===== src/hdl/plc_pkg.sv =====
// shared constants and carrier types for the phy led and collision register bank
package plc_pkg;
	localparam int          CLK_HZ        = 40_000_000;
	localparam int          BASE_TICK_US  = 8000;
	localparam int          BASE_TICK_CYC = CLK_HZ / 1_000_000 * BASE_TICK_US;
	localparam int          ADDR_W        = 8;
	localparam int          LED_N         = 4;
	localparam int          SEL_W         = 4;
	localparam logic [5:0]  IDX_MODE      = 6'h1b;
	localparam logic [5:0]  IDX_FUNC      = 6'h1c;
	localparam logic [5:0]  IDX_BLINK     = 6'h1d;
	localparam logic [5:0]  IDX_LATE      = 6'h1e;
	localparam logic [5:0]  IDX_STAT      = 6'h1f;
	localparam int          MODE_EXT_BIT  = 0;
	localparam int          MODE_LCEN_BIT = 1;
	localparam int          BSET_LSB      = 14;
	localparam int          BDIV_LSB      = 8;
	localparam int          BPAT_LSB      = 0;
	localparam logic [1:0]  BSET_RST      = 2'h0;
	localparam logic [5:0]  BDIV_RST      = 6'h1f;
	localparam logic [7:0]  BPAT_RST      = 8'h55;
	localparam int          LATE_EVEN_LSB = 0;
	localparam int          LATE_ODD_LSB  = 8;
	localparam int          STAT_SEL_BIT  = 15;
	localparam int          STAT_SWAP_BIT = 14;
	localparam int          STAT_POL3_BIT = 13;
	localparam logic [9:0]  LC_B0         = 10'h040;
	localparam logic [9:0]  LC_B1         = 10'h060;
	localparam logic [9:0]  LC_B2         = 10'h080;
	localparam logic [9:0]  LC_B3         = 10'h0c0;
	localparam logic [9:0]  LC_END        = 10'h140;
	localparam logic [7:0]  LC_MAX        = 8'hff;
	localparam logic [1:0]  RESP_OKAY     = 2'h0;
	localparam logic [1:0]  RESP_SLVERR   = 2'h2;
	localparam logic [3:0]  MD_GIG        = 4'h0;
	localparam logic [3:0]  MD_FAST       = 4'h1;
	localparam logic [3:0]  MD_SLOW       = 4'h2;
	localparam logic [3:0]  MD_GIG_FASTBL = 4'h3;
	localparam logic [3:0]  MD_LINK       = 4'h4;
	localparam logic [3:0]  MD_TX         = 4'h5;
	localparam logic [3:0]  MD_RX         = 4'h6;
	localparam logic [3:0]  MD_ACT        = 4'h7;
	localparam logic [3:0]  MD_FDX        = 4'h8;
	localparam logic [3:0]  MD_COLL       = 4'h9;
	localparam logic [3:0]  MD_LINK_ACTBL = 4'ha;
	localparam logic [3:0]  MD_LINK_RXBL  = 4'hb;
	localparam logic [3:0]  MD_FDX_COLBL  = 4'hc;
	localparam logic [3:0]  MD_BLINK      = 4'hd;
	localparam logic [3:0]  MD_ON         = 4'he;
	localparam logic [3:0]  MD_OFF        = 4'hf;
	localparam logic [3:0]  XMD_SLOW_FAST = 4'h0;

	typedef enum logic [1:0] {
		SPD_10,
		SPD_100,
		SPD_1000
	} plc_speed_t;

	typedef struct packed {
		logic       link_up;
		plc_speed_t speed;
		logic       full_duplex;
		logic       tx_act;
		logic       rx_act;
		logic       collision;
		logic       pair23_swap;
		logic       pair3_pol_inv;
		logic [9:0] tx_byte_cnt;
	} plc_phy_stat_t;
endpackage


===== src/hdl/plc_led_blink.sv =====
// one led blink pattern shifter with its own frequency divider
`timescale 1ns/1ps
module plc_led_blink (
	input  wire logic       aclk,
	input  wire logic       aresetn,
	input  wire logic       tick,
	input  wire logic [5:0] div,
	input  wire logic [7:0] pattern,
	output logic            blink
);
	import plc_pkg::*;

	typedef struct packed {
		logic [5:0] div_cnt;
		logic [2:0] bit_idx;
	} plc_blink_st_t;

	plc_blink_st_t s_q;
	plc_blink_st_t s_d;

	// a shorter divider written mid-count still wraps, since the compare is >=
	always_comb begin
		s_d = s_q;
		if (tick) begin
			if (s_q.div_cnt >= div) begin
				s_d.div_cnt = '0;
				s_d.bit_idx = s_q.bit_idx + 3'h1;
			end else begin
				s_d.div_cnt = s_q.div_cnt + 6'h01;
			end
		end
	end

	always_ff @(posedge aclk) begin
		if (!aresetn) begin
			s_q <= '0;
		end else begin
			s_q <= s_d;
		end
	end

	assign blink = pattern[s_q.bit_idx];
endmodule


===== src/hdl/plc_late_coll.sv =====
// four saturating late-collision counters binned by transmit byte position
`timescale 1ns/1ps
module plc_late_coll (
	input  wire logic            aclk,
	input  wire logic            aresetn,
	input  wire logic            coll,
	input  wire logic            half_duplex,
	input  wire logic [9:0]      byte_idx,
	input  wire logic            count_en,
	input  wire logic            clr,
	output logic [3:0][7:0]      cnt
);
	import plc_pkg::*;

	typedef struct packed {
		logic [3:0][7:0] cnt;
	} plc_lc_st_t;

	plc_lc_st_t s_q;
	plc_lc_st_t s_d;
	logic       sat;
	logic [2:0] bin;

	// bin 4 means early or beyond the window: not counted
	function automatic logic [2:0] lc_bin(input logic [9:0] b);
		if (b < LC_B0 || b >= LC_END) return 3'h4;
		else if (b < LC_B1) return 3'h0;
		else if (b < LC_B2) return 3'h1;
		else if (b < LC_B3) return 3'h2;
		else return 3'h3;
	endfunction

	always_comb begin
		s_d = s_q;
		sat = 1'b0;
		bin = lc_bin(byte_idx);
		for (int i = 0; i < LED_N; i++) begin
			if (s_q.cnt[i] == LC_MAX) sat = 1'b1;
		end
		if (clr) begin
			s_d.cnt = '0;
		end else if (coll && half_duplex && count_en && !sat && !bin[2]) begin
			s_d.cnt[bin[1:0]] = s_q.cnt[bin[1:0]] + 8'h01;
		end
	end

	always_ff @(posedge aclk) begin
		if (!aresetn) begin
			s_q <= '0;
		end else begin
			s_q <= s_d;
		end
	end

	assign cnt = s_q.cnt;
endmodule


===== src/hdl/plc_phy_led_regs.sv =====
// phy led control, blink pattern, late-collision and pair status registers over axi4-lite
`timescale 1ns/1ps
module plc_phy_led_regs #(
	parameter int BASE_TICK_CYC = plc_pkg::BASE_TICK_CYC
) (
	input  wire logic                          aclk,
	input  wire logic                          aresetn,
	input  wire logic [plc_pkg::ADDR_W-1:0]    s_axi_awaddr,
	input  wire logic                          s_axi_awvalid,
	output logic                               s_axi_awready,
	input  wire logic [31:0]                   s_axi_wdata,
	input  wire logic [3:0]                    s_axi_wstrb,
	input  wire logic                          s_axi_wvalid,
	output logic                               s_axi_wready,
	output logic [1:0]                         s_axi_bresp,
	output logic                               s_axi_bvalid,
	input  wire logic                          s_axi_bready,
	input  wire logic [plc_pkg::ADDR_W-1:0]    s_axi_araddr,
	input  wire logic                          s_axi_arvalid,
	output logic                               s_axi_arready,
	output logic [31:0]                        s_axi_rdata,
	output logic [1:0]                         s_axi_rresp,
	output logic                               s_axi_rvalid,
	input  wire logic                          s_axi_rready,
	input  wire logic [15:0]                   led_config_strap,
	input  wire plc_pkg::plc_phy_stat_t        phy_stat,
	output logic [plc_pkg::LED_N-1:0]          led_out
);
	import plc_pkg::*;

	localparam int TW = $clog2(BASE_TICK_CYC + 1);
	localparam logic [TW-1:0] TICK_LAST = TW'(BASE_TICK_CYC - 1);

	typedef struct packed {
		logic [15:0]              strap_s1;
		logic [15:0]              strap_s2;
		logic                     ext_mode;
		logic                     lc_en;
		logic [15:0]              func_sel;
		logic [1:0]               bset;
		logic [LED_N-1:0][5:0]    bdiv;
		logic [LED_N-1:0][7:0]    bpat;
		logic                     upper_sel;
		logic                     swap;
		logic                     pol3;
		logic [LED_N-1:0]         led;
		logic [TW-1:0]            tick_cnt;
		logic                     aw_ok;
		logic [ADDR_W-1:0]        awaddr;
		logic                     w_ok;
		logic [31:0]              wdata;
		logic [3:0]               wstrb;
		logic                     bvalid;
		logic [1:0]               bresp;
		logic                     rvalid;
		logic [31:0]              rdata;
		logic [1:0]               rresp;
		logic                     rd_fx;
		logic                     rd_upper;
	} plc_top_st_t;

	plc_top_st_t         s_q;
	plc_top_st_t         s_d;
	logic                tick;
	logic [LED_N-1:0]    blink;
	logic [3:0][7:0]     lc_cnt;
	logic                lc_clr;
	logic                aw_hs;
	logic                w_hs;
	logic                ar_hs;
	logic                do_wr;

	function automatic logic [ADDR_W-1:0] reg_addr(input logic [5:0] idx);
		return {idx, 2'b00};
	endfunction

	// byte lanes 0 and 1 only; the upper half of each register reads as zero
	function automatic logic [15:0] merge16(input logic [15:0] old, input logic [31:0] wd,
		input logic [3:0] st);
		logic [15:0] r;
		r = old;
		if (st[0]) r[7:0] = wd[7:0];
		if (st[1]) r[15:8] = wd[15:8];
		return r;
	endfunction

	function automatic logic led_fn(input logic [3:0] sel, input logic ext, input logic bl,
		input plc_phy_stat_t p);
		logic lk;
		logic act;
		lk  = p.link_up;
		act = p.tx_act | p.rx_act;
		if (ext) begin
			// only the first extended code is defined; the rest keep the led dark
			if (sel == XMD_SLOW_FAST) return lk && (p.speed == SPD_10 || p.speed == SPD_100);
			return 1'b0;
		end
		case (sel)
		MD_GIG:        return lk && p.speed == SPD_1000;
		MD_FAST:       return lk && p.speed == SPD_100;
		MD_SLOW:       return lk && p.speed == SPD_10;
		MD_GIG_FASTBL: return lk && (p.speed == SPD_1000 || (p.speed == SPD_100 && bl));
		MD_LINK:       return lk;
		MD_TX:         return p.tx_act;
		MD_RX:         return p.rx_act;
		MD_ACT:        return act;
		MD_FDX:        return lk && p.full_duplex;
		MD_COLL:       return p.collision;
		MD_LINK_ACTBL: return lk && (act ? bl : 1'b1);
		MD_LINK_RXBL:  return lk && (p.rx_act ? bl : 1'b1);
		MD_FDX_COLBL:  return lk && p.full_duplex && (p.collision ? bl : 1'b1);
		MD_BLINK:      return bl;
		MD_ON:         return 1'b1;
		default:       return 1'b0;
		endcase
	endfunction

	assign s_axi_awready = !s_q.aw_ok && !s_q.bvalid;
	assign s_axi_wready  = !s_q.w_ok && !s_q.bvalid;
	// a read is refused while its side effect is still pending, so pairs never skip
	assign s_axi_arready = !s_q.rvalid && !s_q.rd_fx;
	assign aw_hs         = s_axi_awvalid && s_axi_awready;
	assign w_hs          = s_axi_wvalid && s_axi_wready;
	assign ar_hs         = s_axi_arvalid && s_axi_arready;
	assign do_wr         = s_q.aw_ok && s_q.w_ok && !s_q.bvalid;
	assign tick          = (s_q.tick_cnt == TICK_LAST);
	assign lc_clr        = s_q.rd_fx && s_q.rd_upper;

	always_comb begin
		logic [15:0] v;
		logic [1:0]  ns;
		s_d = s_q;
		v   = '0;
		ns  = '0;
		s_d.strap_s1 = led_config_strap;
		s_d.strap_s2 = s_q.strap_s1;
		s_d.tick_cnt = tick ? '0 : s_q.tick_cnt + TW'(1);
		s_d.swap     = phy_stat.pair23_swap;
		// inversion can only be judged on a gigabit link
		s_d.pol3     = phy_stat.pair3_pol_inv && phy_stat.link_up
			&& phy_stat.speed == SPD_1000;
		for (int i = 0; i < LED_N; i++) begin
			s_d.led[i] = led_fn(s_q.func_sel[i*SEL_W +: SEL_W], s_q.ext_mode, blink[i],
				phy_stat);
		end
		// write address and data are taken in either order
		if (aw_hs) begin
			s_d.aw_ok  = 1'b1;
			s_d.awaddr = s_axi_awaddr;
		end
		if (w_hs) begin
			s_d.w_ok  = 1'b1;
			s_d.wdata = s_axi_wdata;
			s_d.wstrb = s_axi_wstrb;
		end
		if (do_wr) begin
			s_d.aw_ok  = 1'b0;
			s_d.w_ok   = 1'b0;
			s_d.bvalid = 1'b1;
			s_d.bresp  = RESP_OKAY;
			if (s_q.awaddr == reg_addr(IDX_MODE)) begin
				v = merge16({14'h0000, s_q.lc_en, s_q.ext_mode}, s_q.wdata, s_q.wstrb);
				s_d.ext_mode = v[MODE_EXT_BIT];
				s_d.lc_en    = v[MODE_LCEN_BIT];
			end else if (s_q.awaddr == reg_addr(IDX_FUNC)) begin
				s_d.func_sel = merge16(s_q.func_sel, s_q.wdata, s_q.wstrb);
			end else if (s_q.awaddr == reg_addr(IDX_BLINK)) begin
				v = merge16({s_q.bset, s_q.bdiv[s_q.bset], s_q.bpat[s_q.bset]},
					s_q.wdata, s_q.wstrb);
				ns = v[BSET_LSB +: 2];
				// the divider and pattern land in the set named by this same write
				s_d.bset     = ns;
				s_d.bdiv[ns] = v[BDIV_LSB +: 6];
				s_d.bpat[ns] = v[BPAT_LSB +: 8];
			end else if (s_q.awaddr == reg_addr(IDX_LATE) || s_q.awaddr == reg_addr(IDX_STAT)) begin
				s_d.bresp = RESP_OKAY;
			end else begin
				s_d.bresp = RESP_SLVERR;
			end
		end
		if (s_q.bvalid && s_axi_bready) begin
			s_d.bvalid = 1'b0;
		end
		// side effects run the cycle after the data was captured
		if (s_q.rd_fx) begin
			s_d.rd_fx     = 1'b0;
			s_d.upper_sel = !s_q.rd_upper;
		end
		if (ar_hs) begin
			s_d.rvalid = 1'b1;
			s_d.rresp  = RESP_OKAY;
			s_d.rdata  = '0;
			if (s_axi_araddr == reg_addr(IDX_MODE)) begin
				s_d.rdata[MODE_EXT_BIT]  = s_q.ext_mode;
				s_d.rdata[MODE_LCEN_BIT] = s_q.lc_en;
			end else if (s_axi_araddr == reg_addr(IDX_FUNC)) begin
				s_d.rdata[15:0] = s_q.func_sel;
			end else if (s_axi_araddr == reg_addr(IDX_BLINK)) begin
				s_d.rdata[15:0] = {s_q.bset, s_q.bdiv[s_q.bset], s_q.bpat[s_q.bset]};
			end else if (s_axi_araddr == reg_addr(IDX_LATE)) begin
				if (s_q.upper_sel) begin
					s_d.rdata[LATE_EVEN_LSB +: 8] = lc_cnt[2];
					s_d.rdata[LATE_ODD_LSB +: 8]  = lc_cnt[3];
				end else begin
					s_d.rdata[LATE_EVEN_LSB +: 8] = lc_cnt[0];
					s_d.rdata[LATE_ODD_LSB +: 8]  = lc_cnt[1];
				end
				s_d.rd_fx    = 1'b1;
				s_d.rd_upper = s_q.upper_sel;
			end else if (s_axi_araddr == reg_addr(IDX_STAT)) begin
				s_d.rdata[STAT_SEL_BIT]  = s_q.upper_sel;
				s_d.rdata[STAT_SWAP_BIT] = s_q.swap;
				s_d.rdata[STAT_POL3_BIT] = s_q.pol3;
			end else begin
				s_d.rresp = RESP_SLVERR;
			end
		end else if (s_q.rvalid && s_axi_rready) begin
			s_d.rvalid = 1'b0;
		end
	end

	// synchronous reset: selectors load the synchronised strap while reset is held
	always_ff @(posedge aclk) begin
		if (!aresetn) begin
			s_q          <= '0;
			s_q.strap_s1 <= led_config_strap;
			s_q.strap_s2 <= s_q.strap_s1;
			s_q.func_sel <= s_q.strap_s2;
			s_q.bset     <= BSET_RST;
			s_q.bdiv     <= {LED_N{BDIV_RST}};
			s_q.bpat     <= {LED_N{BPAT_RST}};
		end else begin
			s_q <= s_d;
		end
	end

	for (genvar g = 0; g < LED_N; g++) begin : g_blink
		plc_led_blink u_blink (
			.aclk    (aclk),
			.aresetn (aresetn),
			.tick    (tick),
			.div     (s_q.bdiv[g]),
			.pattern (s_q.bpat[g]),
			.blink   (blink[g])
		);
	end

	// counting halts while the upper pair waits to be read
	plc_late_coll u_late (
		.aclk        (aclk),
		.aresetn     (aresetn),
		.coll        (phy_stat.collision),
		.half_duplex (!phy_stat.full_duplex),
		.byte_idx    (phy_stat.tx_byte_cnt),
		.count_en    (s_q.lc_en && !s_q.upper_sel),
		.clr         (lc_clr),
		.cnt         (lc_cnt)
	);

	assign s_axi_bvalid = s_q.bvalid;
	assign s_axi_bresp  = s_q.bresp;
	assign s_axi_rvalid = s_q.rvalid;
	assign s_axi_rdata  = s_q.rdata;
	assign s_axi_rresp  = s_q.rresp;
	assign led_out      = s_q.led;
endmodule


===== config.mk =====
export PLATFORM = sky130hd
export DESIGN_NAME = plc_phy_led_regs
export DESIGN_NICKNAME = d
export VERILOG_FILES = /design/src/hdl/plc_pkg.sv /design/src/hdl/plc_led_blink.sv /design/src/hdl/plc_late_coll.sv /design/src/hdl/plc_phy_led_regs.sv
export SDC_FILE = /design/constraint.sdc
export NUM_CORES = 1
export LEC_CHECK = 0
export BUFFER_PORTS_ARGS = -buffer_cell sky130_fd_sc_hd__buf_2
export CAP_MARGIN = 20
export CORE_MARGIN = 2
export CORE_UTILIZATION = 35
export CTS_BUF_LIST = sky130_fd_sc_hd__clkbuf_2
export CTS_CLUSTER_SIZE = 20
export DETAILED_ROUTE_END_ITERATION = 10
export SYNTH_ARGS = -nofsm -noshare
export SYNTH_HDL_FRONTEND = slang
export SYNTH_SLANG_ARGS = --single-unit

===== constraint.sdc =====
create_clock -name aclk -period 4.7 [get_ports aclk]
set_input_delay 0.235 -clock aclk [delete_from_list [all_inputs] [get_ports aclk]]
set_output_delay 0.235 -clock aclk [all_outputs]
set_load 0.01 [all_outputs]

==> results.txt <==
* Result of the run: finished, final reports clean
* Antenna-violating nets left: 0
- Leaving out fill and tap cells, the most frequent cell in the layout is sky130_fd_sc_hd__dfxtp_1.
* Via count of the first global-routing pass: 10,400
- Setup fix buffers added after clock tree synthesis: 0
- Post-route cell area: 0.0144 mm²
* Yosys top cell area share: 38.3%
* DRC: 0
- Clock-pin slew was measured on the worst setup and hold paths at 0.11 ns.
- Top area cells in the synthesized netlist: sky130_fd_sc_hd__dfxtp_1 (38%), sky130_fd_sc_hd__nand2_1 (5.0%), sky130_fd_sc_hd__nor2_1 (4.7%)
- Die width: 192 µm
- Yosys mapped the design onto 83 distinct sky130hd cell types.
* Number of buffers added to fix hold violations after cts: 88
* Critical Path Fanout Max: 18
- Detailed-route wire length: 34,800 µm
- The initial antenna violation count is 2.
- DRT iter0 DRCs: 703
- In the final layout, the share of cells above drive strength 1 is around 18%.
- The congestion estimate from routability-driven global placement came to 0.879.
- Post-synth EDFFs: 16
- Layout Skew: 0.0721 ns
* Die outline height: 192 µm
- Setup crit end kind: flop
- Seq cells post-synth: 252
- During placement, the flow inserted port buffers numbering 97.
* CTS tree: yes
* Share of synthesized registers carrying an async set or reset: 0%
* First-pass GRT wire length: between 50,000 and 60,000 µm
- Mean cell area of the mapped netlist: 8.91 µm²
- Worst setup path category: flop to flop
* Register area share after synthesis: a little over two fifths
- Data required time of the worst path: 5.36 ns
- The cell sitting at the root of the clock tree is a sky130_fd_sc_hd__clkbuf_2.
- Dividing the detail-routed wire length by the instance count gives 17.0 µm.
- The endpoint identified for the worst register-to-register timing path is g_blink[2].u_blink.s_q[5].
- Largest net degree at the start of global routing: 54
- Top FF cell, synth: sky130_fd_sc_hd__dfxtp_1
- Library cell with the largest summed area after synthesis: sky130_fd_sc_hd__dfxtp_1
- Arrival time of the worst setup path: about 3.4 ns
- For this configuration, the core starts out at a cell density of between 30% and 40%.
- Number of H-tree branching levels: 3
- The final-report hold violation count was 0.
- Synthesized instance count: 1,386
- Core box area: between 0.03 and 0.04 mm²
- Startpoint type of the worst setup path: flop
- For this run the aggregate overflow at the end of global routing stands at 0.
- Cell Rows: 68
- Counting cells, the worst reg-to-reg path comes to 7.
* Final Net Count: 1,673
- Pre-Repair DR Iteration Count: 6
* GR Util All Layers: 18.9%
* Number of max-cap violations: 0
- Fill count: 3,461
* Clock latency on the worst-skew pair: 0.83 ns
* Vias per cell: approximately 5.2
- The mapped netlist covers 0.0123 mm².
- Hold path start: led_config_strap[7]
- Post-CTS repair changed the size of 0 cells.
- Critical R2R Launch: s_q[86]
* Sum of negative setup slack: 0 ns
- Maximum clock frequency: 0.365 GHz
- The worst pin sits at a relative slew slack of 33.3%.
- CTS sink cnt: about 250
- The area growth from synthesis to layout is 16.7%.
* Post-route fraction of the period consumed by the critical path: 58.3%
- Min Tclk post-route: roughly 2.7 ns
- Worst setup path endpoint: g_blink[2].u_blink.s_q[5]
- Placed cell areas: roughly 0.013 mm²
- IO Count: 139
* Die Outline Area: ~0.037 mm²
* Unrepaired setup endpoints after global routing: no
- Minimum setup slack among reg-to-reg paths: 1.96 ns
* Number of buffers on the longest clock path: 3
- Dpl hpwl: 23,800 µm
- Worst min-delay path category: primary input to flop
* Number of clock buffers inserted by TritonCTS: 70
- Start point of the critical path: s_q[86]
- VDD sags by at most between 0.1 and 0.15 mV.
* Number of warnings reported in the yosys synthesis log: 0
- For the pin with the worst max-slew slack, the measured transition is 0.995 ns.
* Count of vias placed by the detailed router: ~11,000
* Areal power density over the cells: 289 mW/mm²
- Leakage power of the design: 5.89 nW
* Most frequent cells in the layout: sky130_fd_sc_hd__dfxtp_1 (236), sky130_fd_sc_hd__nand2_1 (165), sky130_fd_sc_hd__nor2_1 (155)
- Setup violations remaining at the end of the flow were counted as 0.
- The max-slew violation total from the final report is 0.
[cell usage after synthesis (7+ instances only)]
library cell,count
sky130_fd_sc_hd__nand2_1,165
sky130_fd_sc_hd__or3_1,10
sky130_fd_sc_hd__o211ai_1,32
sky130_fd_sc_hd__and3_1,11
sky130_fd_sc_hd__inv_1,49
sky130_fd_sc_hd__xor2_1,28
sky130_fd_sc_hd__a211oi_1,27
sky130_fd_sc_hd__nand4_1,21
sky130_fd_sc_hd__mux2i_1,54
sky130_fd_sc_hd__buf_4,41
sky130_fd_sc_hd__edfxtp_1,16
sky130_fd_sc_hd__nor2_1,155
sky130_fd_sc_hd__ha_1,34
sky130_fd_sc_hd__a21o_1,8
sky130_fd_sc_hd__xnor2_1,9
sky130_fd_sc_hd__nand2b_1,13
sky130_fd_sc_hd__dfxtp_1,236
sky130_fd_sc_hd__a22o_1,17
sky130_fd_sc_hd__o21ai_0,49
sky130_fd_sc_hd__mux2_2,13
sky130_fd_sc_hd__buf_1,8
sky130_fd_sc_hd__nor2b_1,9
sky130_fd_sc_hd__o31ai_1,7
sky130_fd_sc_hd__nor3_1,13
sky130_fd_sc_hd__nand3_1,30
sky130_fd_sc_hd__clkbuf_1,70
sky130_fd_sc_hd__mux4_2,24
sky130_fd_sc_hd__a22oi_1,7
sky130_fd_sc_hd__a31oi_1,8
sky130_fd_sc_hd__a21oi_1,108
[per-stage QoR]
stage	total power, mW	utilization [%]	setup slack (ns)	hold WS [ns]	cells
6_report	4.16	41.6	1.96	0.0829	2049
5_1_grt	4.37	41.6	1.66	0.0330	2049
4_1_cts	4.21	41.6	1.72	0.00724	2047
3_5_place_dp	2.61	37.3	1.78	0.314	1839
3_3_place_gp	2.60	37.3	1.90	0.314	1839
2_1_floorplan	2.51	-	2.46	0.263	1403
[power breakdown]
part | total [mW] | internal [mW] | leakage [nW] | switching (mW)
clock | 1.54 | 0.633 | 0.475 | 0.909
combinational | 0.352 | 0.158 | 3.33 | 0.194
sequential | 2.27 | 2.21 | 2.08 | 0.0631
total | 4.16 | 3.00 | 5.89 | 1.17
[critical path, cell delays in order (launching register included)]
cell and delay (ns):
sky130_fd_sc_hd__dfxtp_1 0.42, sky130_fd_sc_hd__ha_1 0.26, sky130_fd_sc_hd__nand4_1 0.23, sky130_fd_sc_hd__nor2_1 0.18
sky130_fd_sc_hd__nand4_1 0.58, sky130_fd_sc_hd__buf_4 0.45, sky130_fd_sc_hd__o21ai_0 0.39, sky130_fd_sc_hd__nor2_1 0.10
[layout make-up]
| cell class | count | area [µm²] | area share [%] |
|---|---|---|---|
| tap | 455 | 569 | 3.95 |
| sequential | 252 | 5200 | 36.1 |
| antenna | 1 | 2.50 | 0.0174 |
| timing repair buffer | 193 | 1420 | 9.89 |
| clock inverter | 17 | 90.1 | 0.626 |
| inverter | 49 | 185 | 1.29 |
| multi-input combinational | 979 | 6410 | 44.5 |
| clock buffer | 103 | 515 | 3.58 |
[how the worst min path moves through the flow]
| stage | slack [ns] | depth (start not counted) | endpoint |
|---|---|---|---|
| after floorplan | 0.26 | 0 | s_d[188] |
| after global placement | 0.31 | 0 | s_q[195] |
| after detailed placement | 0.31 | 0 | s_q[193] |
| after CTS | 0.007 | 4 | u_late.cnt[19] |
| after global routing | 0.03 | 2 | s_d[195] |
| final | 0.08 | 2 | s_d[195] |
[flip-flops by register name, summed over array words and instances (netlist names)]
name                 cells
s_axi_bresp              1
s_axi_rdata             16
s_q                    144
s_axi_rvalid             1
u_late.cnt              32
s_axi_bvalid             1
led_out                  4
s_d                     16
g_blink.u_blink.s_q     36
s_axi_rresp              1
[metal layers]
layer	wire (µm)	track usage (%)
met5	0	0
met4	1010	7.04
met1	14900	23.7
met3	1800	3.29
met2	17000	32.3
[cell families after synthesis]
group                      Yosys count  synth area share [%]
buffers and inverters              172                  6.52
other                                1                0.0304
DFF                                252                  42.2
and+or+nand+nor                    482                  18.4
AOI/OAI and AO/OA                  317                  16.8
adders and majority gates           34                  3.45
xor gates and xnor gates            37                  2.62
muxes                               91                  9.94
No activity file was read; power rests on OpenSTA's default activity.
